File: src/hw/idd_pkg.sv
package idd_pkg;
  // condition code that makes the transfer unconditional
  localparam logic [4:0] COND_ALWAYS = 5'h1F;
  // second element address offsets
  localparam logic [31:0] K_NW = 32'h0000_0001;
  localparam logic [31:0] K_SW = 32'h0000_0002;
  localparam logic [31:0] K_BW = 32'h0000_0004;
  localparam logic [31:0] K_BCAST = 32'h0000_0000;
  // index number inside each generator that has a broadcast bit
  localparam logic [2:0] BCAST_IDX = 3'h1;
  // register port map
  localparam logic [3:0] REG_STATUS = 4'h0;
  localparam logic [3:0] REG_MASK = 4'h4;
  // event bit positions
  localparam int EV_SPACE = 0;
  localparam int EV_OPT = 1;
  localparam int EV_DONE = 2;
  localparam int EV_W = 3;
  localparam logic [2:0] STATUS_RST = 3'h0;
  localparam logic [2:0] MASK_RST = 3'h0;
  localparam logic [3:0] BE_BYTE = 4'h1;
  localparam logic [3:0] BE_SHORT = 4'h3;
  localparam logic [3:0] BE_WORD = 4'hF;
  localparam logic [7:0] JUST_PAD = 8'h00;

  typedef enum logic [1:0] {
    FORM_4A = 2'b00,
    FORM_4B = 2'b01,
    FORM_4D = 2'b10
  } idd_form_t;

  typedef enum logic [1:0] {
    SZ_NW = 2'b00,
    SZ_SW = 2'b01,
    SZ_BW = 2'b10
  } idd_size_t;

  // opt = {short, sign extend, normal word}
  typedef struct packed {
    idd_form_t form;
    logic [4:0] cond;
    logic g;
    logic d;
    logic u;
    logic [3:0] dreg;
    logic [2:0] idx;
    logic [5:0] imm;
    logic [2:0] opt;
  } idd_instr_t;

  typedef struct packed {
    logic valid;
    logic pm;
    logic wr;
    logic [31:0] addr;
    logic [3:0] be;
    logic [31:0] wdata;
  } idd_mem_t;

  typedef struct packed {
    logic valid;
    logic g;
    logic [2:0] idx;
    logic [31:0] value;
  } idd_idx_t;

  typedef struct packed {
    logic valid;
    logic [3:0] dreg;
    logic [39:0] data;
  } idd_wb_t;

  typedef struct packed {
    logic wr;
    logic rd;
    logic [3:0] addr;
    logic [31:0] wdata;
  } idd_regbus_t;

  typedef struct packed {
    idd_mem_t mem_x;
    idd_mem_t mem_y;
    idd_idx_t idx_upd;
    logic comp_x;
    logic comp_y;
    idd_size_t ld_size;
    logic ld_sext;
    logic [3:0] ld_dreg;
    logic pend_x;
    logic pend_y;
    idd_size_t pend_size;
    logic pend_sext;
    logic [3:0] pend_dreg;
    idd_wb_t wb_x;
    idd_wb_t wb_y;
    logic [2:0] status;
    logic [2:0] mask;
    logic [31:0] rdata;
  } idd_state_t;
endpackage

File: src/hw/idd_decode.sv
// Function
// [RULE_01] g picks dm/first or pm/second index, d load/store, u pre/post.
// [RULE_02] condition all ones is unconditional; else gates whole access.
// [RULE_03] address is index plus immediate, or index then index updated.
// [RULE_04] pre-modify leaves the index register untouched.
// [RULE_05] each element checks its own condition and acts alone.
// [RULE_06] second element adds 1, 2 or 4 before modify.
// [RULE_07] broadcast bits for index 1 or 9 give second element offset 0.
// [RULE_08] second element uses complementary data register, same number.
// [RULE_09] compute form runs compute beside access; other forms have none.
// [RULE_10] 48-bit form carries sub-word options and no compute.
// [RULE_11] byte loads zero-extend, byte stores write low 8 bits.
// [RULE_12] short loads zero-extend, short stores write low 16 bits.
// [RULE_13] sign-extending options only on loads, extending the sign bit.
// [RULE_14] sub-word access outside byte space raises interrupt, no access.
// [RULE_15] sub-word load left-justified in 40 bits, bits 7..0 cleared.
// [RULE_16] short load: lower byte address is the low byte.
// [RULE_17] sub-word index update scales immediate by access size.
// [RULE_18] each element tests its own arithmetic status register.
// [RULE_19] no-compute form: loads take sign options, stores narrower field.
module idd_decode (
  input wire logic i_clk,
  input wire logic i_rst_b,
  input wire logic i_valid,
  input wire idd_pkg::idd_instr_t i_instr,
  input wire logic [31:0] i_index,
  input wire logic i_byte_space,
  input wire logic i_simd,
  input wire logic i_broadcast_read_first_index,
  input wire logic i_broadcast_read_ninth_index,
  input wire logic [31:0] i_arith_status_first_pe,
  input wire logic [31:0] i_arith_status_second_pe,
  input wire logic [39:0] i_dreg_x,
  input wire logic [39:0] i_dreg_y,
  input wire logic [31:0] i_mem_rd_x,
  input wire logic [31:0] i_mem_rd_y,
  input wire idd_pkg::idd_regbus_t i_reg,
  output logic [31:0] o_reg_rdata,
  output idd_pkg::idd_mem_t o_mem_x,
  output idd_pkg::idd_mem_t o_mem_y,
  output idd_pkg::idd_idx_t o_idx_upd,
  output idd_pkg::idd_wb_t o_wb_x,
  output idd_pkg::idd_wb_t o_wb_y,
  output logic o_comp_x,
  output logic o_comp_y,
  output logic o_irq
);
  import idd_pkg::*;

  idd_state_t state;
  idd_state_t next_state;

  idd_size_t size;
  logic sext;
  logic sub;
  logic space_bad;
  logic opt_bad;
  logic go;
  logic cx;
  logic cy;
  logic ex;
  logic ey;
  logic bcast;
  logic [31:0] imm_s;
  logic [31:0] mod;
  logic [31:0] addr;
  logic [31:0] kk;
  logic [31:0] sval_x;
  logic [31:0] sval_y;
  logic [3:0] be;
  logic [EV_W-1:0] ev;
  logic [EV_W-1:0] clr;

  function automatic logic cond_true(input logic [31:0] st,
                                     input logic [4:0] c);
    logic r;
    r = (c == COND_ALWAYS) | (st[c[3:0]] ^ c[4]);
    return r;
  endfunction

  function automatic logic [39:0] load_fmt(input logic [31:0] rd,
                                           input idd_size_t sz,
                                           input logic se);
    logic [31:0] v;
    case (sz)
      SZ_BW: v = {{24{se & rd[7]}}, rd[7:0]}; // [RULE_11] [RULE_13]
      // lane 0 holds the lower byte address
      SZ_SW: v = {{16{se & rd[15]}}, rd[15:8], rd[7:0]}; // [RULE_12] [RULE_16]
      default: v = rd;
    endcase
    return {v, JUST_PAD}; // [RULE_15]
  endfunction

  function automatic logic [31:0] store_fmt(input logic [39:0] r,
                                            input idd_size_t sz);
    logic [31:0] v;
    case (sz)
      SZ_BW: v = {24'h000000, r[15:8]}; // [RULE_11]
      SZ_SW: v = {16'h0000, r[23:8]}; // [RULE_12]
      default: v = r[39:8];
    endcase
    return v;
  endfunction

  // 4a is always a full word; 4d always sub-word
  always_comb
  begin
    case (i_instr.form)
      FORM_4B: size = i_instr.opt[0] ? SZ_NW
                    : (i_instr.opt[2] ? SZ_SW : SZ_BW); // [RULE_19]
      FORM_4D: size = i_instr.opt[2] ? SZ_SW : SZ_BW; // [RULE_10]
      default: size = SZ_NW;
    endcase
  end

  assign sub = (size != SZ_NW);
  assign sext = sub & i_instr.opt[1];
  assign opt_bad = sext & i_instr.d; // [RULE_13] [RULE_19]
  assign space_bad = sub & ~i_byte_space; // [RULE_14]
  assign go = i_valid & ~space_bad & ~opt_bad;
  assign cx = cond_true(i_arith_status_first_pe, i_instr.cond); // [RULE_18]
  assign cy = i_simd
            & cond_true(i_arith_status_second_pe, i_instr.cond); // [RULE_18]
  assign ex = go & cx; // [RULE_02] [RULE_05]
  assign ey = go & cy; // [RULE_05]
  assign imm_s = {{26{i_instr.imm[5]}}, i_instr.imm};
  assign mod = (size == SZ_SW) ? {imm_s[30:0], 1'b0} : imm_s; // [RULE_17]
  assign addr = i_instr.u ? i_index : i_index + mod; // [RULE_03]
  assign bcast = ~i_instr.d & (i_instr.idx == BCAST_IDX)
               & (i_instr.g ? i_broadcast_read_ninth_index
                            : i_broadcast_read_first_index); // [RULE_07]

  always_comb
  begin
    case (size)
      SZ_SW: kk = K_SW;
      SZ_BW: kk = K_BW;
      default: kk = K_NW;
    endcase
    if (bcast)
    begin
      kk = K_BCAST; // [RULE_07]
    end
  end

  always_comb
  begin
    case (size)
      SZ_SW: be = BE_SHORT;
      SZ_BW: be = BE_BYTE;
      default: be = BE_WORD;
    endcase
  end

  assign sval_x = store_fmt(i_dreg_x, size);
  assign sval_y = store_fmt(i_dreg_y, size); // [RULE_08]

  // events; set beats a same-cycle write-one clear
  assign ev = {ex | ey, i_valid & opt_bad, i_valid & space_bad}; // [RULE_14]
  assign clr = (i_reg.wr && i_reg.addr == REG_STATUS)
             ? i_reg.wdata[EV_W-1:0] : '0;

  always_comb
  begin
    next_state = state;
    next_state.mem_x.valid = ex; // [RULE_02]
    next_state.mem_x.pm = i_instr.g; // [RULE_01]
    next_state.mem_x.wr = i_instr.d; // [RULE_01]
    next_state.mem_x.addr = addr; // [RULE_03]
    next_state.mem_x.be = be;
    next_state.mem_x.wdata = sval_x;
    next_state.mem_y.valid = ey; // [RULE_05]
    next_state.mem_y.pm = i_instr.g;
    next_state.mem_y.wr = i_instr.d;
    // offset added to the first element address, so both forms share it
    next_state.mem_y.addr = addr + kk; // [RULE_06]
    next_state.mem_y.be = be;
    next_state.mem_y.wdata = sval_y;
    // post-modify only; pre-modify never writes the index back
    next_state.idx_upd.valid = i_instr.u & (ex | ey); // [RULE_03] [RULE_04]
    next_state.idx_upd.g = i_instr.g;
    next_state.idx_upd.idx = i_instr.idx;
    next_state.idx_upd.value = i_index + mod; // [RULE_17]
    next_state.comp_x = ex & (i_instr.form == FORM_4A); // [RULE_09]
    next_state.comp_y = ey & (i_instr.form == FORM_4A); // [RULE_09]
    next_state.ld_size = size;
    next_state.ld_sext = sext;
    next_state.ld_dreg = i_instr.dreg;
    next_state.pend_x = state.mem_x.valid & ~state.mem_x.wr;
    next_state.pend_y = state.mem_y.valid & ~state.mem_y.wr;
    next_state.pend_size = state.ld_size;
    next_state.pend_sext = state.ld_sext;
    next_state.pend_dreg = state.ld_dreg;
    next_state.wb_x.valid = state.pend_x;
    next_state.wb_x.dreg = state.pend_dreg;
    next_state.wb_x.data = load_fmt(i_mem_rd_x, state.pend_size,
                                    state.pend_sext); // [RULE_15]
    next_state.wb_y.valid = state.pend_y;
    next_state.wb_y.dreg = state.pend_dreg; // [RULE_08]
    next_state.wb_y.data = load_fmt(i_mem_rd_y, state.pend_size,
                                    state.pend_sext);
    next_state.status = (state.status & ~clr) | ev;
    if (i_reg.wr && i_reg.addr == REG_MASK)
    begin
      next_state.mask = i_reg.wdata[EV_W-1:0];
    end
    next_state.rdata = '0;
    if (i_reg.rd)
    begin
      case (i_reg.addr)
        REG_STATUS: next_state.rdata = {29'h0, state.status};
        REG_MASK: next_state.rdata = {29'h0, state.mask};
        default: next_state.rdata = '0;
      endcase
    end
  end

  always_ff @(posedge i_clk)
  begin
    if (!i_rst_b)
    begin
      state <= '0;
      state.status <= STATUS_RST;
      state.mask <= MASK_RST;
    end
    else
    begin
      state <= next_state;
    end
  end

  assign o_mem_x = state.mem_x;
  assign o_mem_y = state.mem_y;
  assign o_idx_upd = state.idx_upd;
  assign o_wb_x = state.wb_x;
  assign o_wb_y = state.wb_y;
  assign o_comp_x = state.comp_x;
  assign o_comp_y = state.comp_y;
  assign o_reg_rdata = state.rdata;
  assign o_irq = |(state.status & state.mask);
endmodule // idd_decode

File: config.mk
export PLATFORM = sky130hd
export DESIGN_NAME = idd_decode
export DESIGN_NICKNAME = d
export VERILOG_FILES = /design/src/hw/idd_pkg.sv /design/src/hw/idd_decode.sv
export SDC_FILE = /design/constraint.sdc
export NUM_CORES = 1
export LEC_CHECK = 0
export BUFFER_PORTS_ARGS = -buffer_cell sky130_fd_sc_hd__buf_2
export CAP_MARGIN = 20
export CORE_AREA = 2 2 239 241
export DETAILED_ROUTE_END_ITERATION = 7
export DIE_AREA = 0 0 241 243
export SYNTH_ARGS = -nofsm -noshare
export SYNTH_HDL_FRONTEND = slang
export SYNTH_SLANG_ARGS = --single-unit
File: constraint.sdc
create_clock -name i_clk -period 12.8 [get_ports i_clk]
set_input_delay 0.64 -clock i_clk [delete_from_list [all_inputs] [get_ports i_clk]]
set_output_delay 0.64 -clock i_clk [all_outputs]
set_load 0.1 [all_outputs]
Word level (Yosys, flattened, before mapping)
Cells that the tools add are included.
{"block": "classes", "add_sub_neg": 2, "order_cmp": 1, "eq_ne": 9, "mux": 19, "bitwise": 35, "reduce_logical": 7}
{"operator": "32-bit case mux with 2 select lines", "count": 4}
{"operator": "32-bit adder", "count": 2}
{"operator": "32-bit 2-to-1 mux", "count": 2}
{"operator": "1-bit AND", "count": 21}
{"operator": "3-bit case mux with 2 select lines", "count": 2}
{"operator": "1-bit binary-select mux with 4-bit select", "count": 2}
{"operator": "4-bit case mux with 2 select lines", "count": 1}
{"operator": "3-bit AND", "count": 2}
{"operator": "2-bit by 1-bit == test with 1-bit output, second input constant", "count": 3}
{"operator": "2-bit == test, second input constant", "count": 3}
{"operator": "4-bit by 6-bit < comparator with 1-bit output, second input constant", "count": 1}
{"operator": "6-bit 2-to-1 mux", "count": 1}
{"operator": "5-bit == test, second input constant", "count": 1}
{"operator": "1-bit NOT", "count": 5}
{"operator": "4-bit by 3-bit == test with 1-bit output, second input constant", "count": 1}
{"operator": "4-bit zero test", "count": 1}
{"operator": "2-bit 2-to-1 mux", "count": 2}
{"operator": "2-bit case mux with 2 select lines", "count": 1}
{"operator": "3-bit by 1-bit == test with 1-bit output, second input constant", "count": 1}
{"operator": "1-bit 2-to-1 mux", "count": 3}
{"operator": "3-bit 2-to-1 mux", "count": 1}
{"operator": "3-bit NOT", "count": 1}
{"operator": "1-bit bitwise OR", "count": 3}
{"operator": "3-bit bitwise OR", "count": 1}
{"operator": "other kinds (6)", "count": 8}
{"block": "totals", "reg_bits": 314, "output_inout_bits": 304}

Logic depth before layout (Yosys ltp)
{"block": "logic_depth", "depth_word": 11, "ltp_mapped": 23, "mapped_depth_nobuf": 21}

Worst setup path after synthesis
Ideal clock, no wire load.
{"block": "synth_path", "kind": "input port to flip-flop", "from": "input port i_instr[25] (netlist name)", "to": "register state, in the netlist o_mem_y[66]", "setup_time_ps": 78, "t_arrival_ps": 5064, "t_required_ps": 12722, "path_slack_ps": 7658, "stages": 21, "cell_sequence": "inv_1 -> ha_1 -> nor2b_1 -> o21ai_0 -> nor2_1 -> inv_1 -> ha_1 -> clkbuf_1 -> mux2_2 -> fa_1 -> a211o_1 -> a21o_1 -> a221o_1 -> nor4b_1 -> a211oi_1 -> or4_1 -> buf_2 -> nor4_4 -> nand3_2 -> o31a_1 -> nor3_1"}
{"element": "from (decl)", "line_no": "idd_decode.sv:25", "rtl": "input wire idd_pkg::idd_instr_t i_instr,"}
{"element": "to (signal assigned)", "line_no": "idd_decode.sv:228", "rtl": "state <= next_state;"}
{"element": "to (decl)", "line_no": "idd_decode.sv:50", "rtl": "idd_state_t state;"}

==> results.toml <==
[detailed_routing]
detail_route.wirelength_um = 42700
wl_cell_um = 17.0
route.detailed.drc = 0
postRouteAntennaNets = 0
drt-vias-per-instance = 4.25
firstDrtPassIters = 5
detailroute.via_count = 10679
first_iter_violations = 492

[final_layout]
sequential_cell_area_mm2 = 0.00537
multi_input_comb_area_mm2 = 0.00573
layout_commonest_cell = "buf_2"
area_growth_pct = 15.7
commonest_non_fill_non_tap_cells_in_the_layout = "buf_2 (492), dfxtp_1 (268), and2_1 (131)"
final_layout_size_suffix_gt1_share_pct = 33.6
fill_cells = 6023
fin_nets = 2085
fin_util_pct = 28.1

[yosys]
postSynth.asyncResetShare_pct = 0
syn_area_mm2 = 0.0136
synth-seq-cells = 268
synth-seq-area-share_pct = 39.5
syn_inst_count = 1527
synth_enable_flop_cells = 0
yosys_most_used_dff = "dfxtp_1"
synthesis.area_per_instance_um2 = 8.89
post_synth_num_cell_types = 76
synth-warning-count = 0

[placement]
detailedPlacementHpwl_um = 33600
place_ws_ns = 6.39
port_buffers = 492
finalWeightedCongestion = 0.898

[clocking]
cts.repair_timing.setup_buffer_count = 0
tritoncts = "done"
cts-hold-fix-buffers = 0
cts.root.buffer_cell = "clkbuf_16"
clock-sinks = 268
cts_buffers = 31
cts-htree-levels = 1
clockBufferDepth = 3
post_cts_resized = 0
worst_setup_hold_path_clk_slew_ns = 0.06
clk_latency_ns = 0.57

[run]
number_of_maximum_capacitance_constraint_violations = 0

[grt]
grt_antenna_before_repair = 14
wire_length_of_the_first_global_routing_pass_um = 61200
globalRoute.totalOverflow = 0
grt_start_max_net_pins = 86
globalRouteTotalUtil_pct = 13.7
grt_pass1_vias = 10366

[floorplan]
total_core_area_mm2 = 0.0560
initial_utilization_pct = 24.3
fp.dieArea_mm2 = 0.0586
num_rows = 87
die_height_um = 243
floorplan.die.width_um = 241
ios = 615

[critical_path]
critical_path.startpoint_type = "input port"
cp_max_fo = 11
ff2ff_path_depth = 6
critPathCaptureType = "flip-flop"
timing.setup.critical_path_class = "input port to flip-flop"
r2r-start = "state[133]"
cp_data_required_time_ns = 13.25
worstPathArrival_ns = 6.20
crit-reg2reg-capture = "o_wb_y[27]"
reg2reg_setup_slack_ns = 10.71

[timing]
timing.slew.headroom_pct = 39.0
timing.final.hold_violations = 0
tns_ns = 0
timing.fmax_mhz = 174
grt_setup_unrepaired = "no"
fin_skew_ns = 0.0151
slew_viol_final = 0
post-route-min-period_ns = 5.76
layout_worst_path_cycle_share_pct = 45.0
worstMarginPinSlew_ns = 0.915
layout_setup_ws_ns = 7.04
setup_viol = 0

[min_path]
hold_path_class = "input port to flip-flop"
holdPathStages = 2
min-delay-start = "i_dreg_y[39]"
min_to = "o_mem_y[31]"

[run_status]
run_status = "finished, final reports clean"

[power]
power.density_cell_area_mw_per_mm2 = 174
totalPowerFinal_mw = 2.72
vdd_drop_max_mv = 0.0863
power.leakage_nw = 7.50
[power breakdown]
group          internal, mW  switching, mW
Sequential            0.900         0.0179
Clock                 0.506          0.363
Combinational         0.176          0.762
[logic make-up (layout without fill, tap and decap cells)]
kind of cell	after synthesis	in the layout	synth area share [%]
compound gates	224	224	11.0
other cells	1	48	0.0276
flops	268	268	39.5
xor+xnor	43	43	2.77
buf+inv	401	582	19.5
mux	38	38	3.83
simple gates	508	508	19.2
fa+ha+maj	44	44	4.17
[cells in the mapped netlist, drive strengths merged, types with 16 or more instances]
library cell	instances	share of area, %
nand2	113	3.1
inv	25	0.69
buf	311	17
nor3	33	1.3
o21ai	31	1.1
nand3	22	0.85
a21oi	90	3.3
nor2	122	3.4
xnor2	29	1.9
and2	132	6.1
clkbuf	63	1.7
ha	42	3.9
dfxtp	268	40
mux2i	16	1.2
[layer usage]
layer  vias up  share of wire (%)  global-route usage [%]
met4        20                3.3                    4.70
li1       5201                  -                       -
met5         -               0.32                       0
met2       417                 49                    24.5
met3       101                8.9                    4.67
met1      4940                 39                    14.8
[layout make-up]
type / instances / share of cell area [%]
repair buffers: 500 / 16.2
clock buffers: 40 / 5.35
well taps: 756 / 6.02
diodes: 3 / 0.0478
inverters: 27 / 0.661
clock inverters: 15 / 1.02
multi-input cells: 902 / 36.5
flip-flops and latches: 268 / 34.2
[how the worst max path moves through the flow]
stage	from	to	slack [ns]	cells after the start
after global routing	i_instr[25]	o_mem_y[67]	6.60	20
after global placement	i_instr[25]	o_mem_y[67]	6.50	20
after CTS	i_instr[25]	o_mem_y[67]	6.98	20
final	i_instr[25]	o_mem_y[67]	7.04	20
after floorplan	i_instr[25]	o_mem_y[66]	7.66	21
after detailed placement	i_instr[25]	o_mem_y[67]	6.39	20
[flip-flops by register name (all words and copies together), names as in the netlist, 3 cells and up]
register and cells:
o_reg_rdata 3, o_mem_y 69, o_wb_x 33, o_mem_x 65, next_state 13, o_wb_y 37
state 9, o_idx_upd 37
[stage by stage]
| step | hold slack, ns | cell area, um^2 | std cells |
|---|---|---|---|
| global placement | 0.414 | 14700 | 2451 |
| global route | 0.232 | 15700 | 2508 |
| detailed placement | 0.417 | 14700 | 2451 |
| CTS | 0.223 | 15700 | 2506 |
| finish | 0.265 | 15700 | 2511 |
| floorplan | 0.412 | 13700 | 1571 |
[worst max-delay path, stage by stage]
cell	delay (ns)
buf_2	0.09
inv_1	0.05
ha_1	0.17
nor2b_1	0.12
o21ai_0	0.25
nor2_1	0.10
inv_1	0.14
ha_1	0.42
mux2_2	0.40
ha_1	0.49
o211a_1	0.28
a21o_1	0.28
nand3_1	0.18
and4_1	0.25
o31ai_1	0.54
nand2b_1	0.29
a211oi_4	0.35
nand4_1	0.42
nor4_1	0.36
mux2_2	0.37
Note: power is estimated with default switching activity, not from simulation.
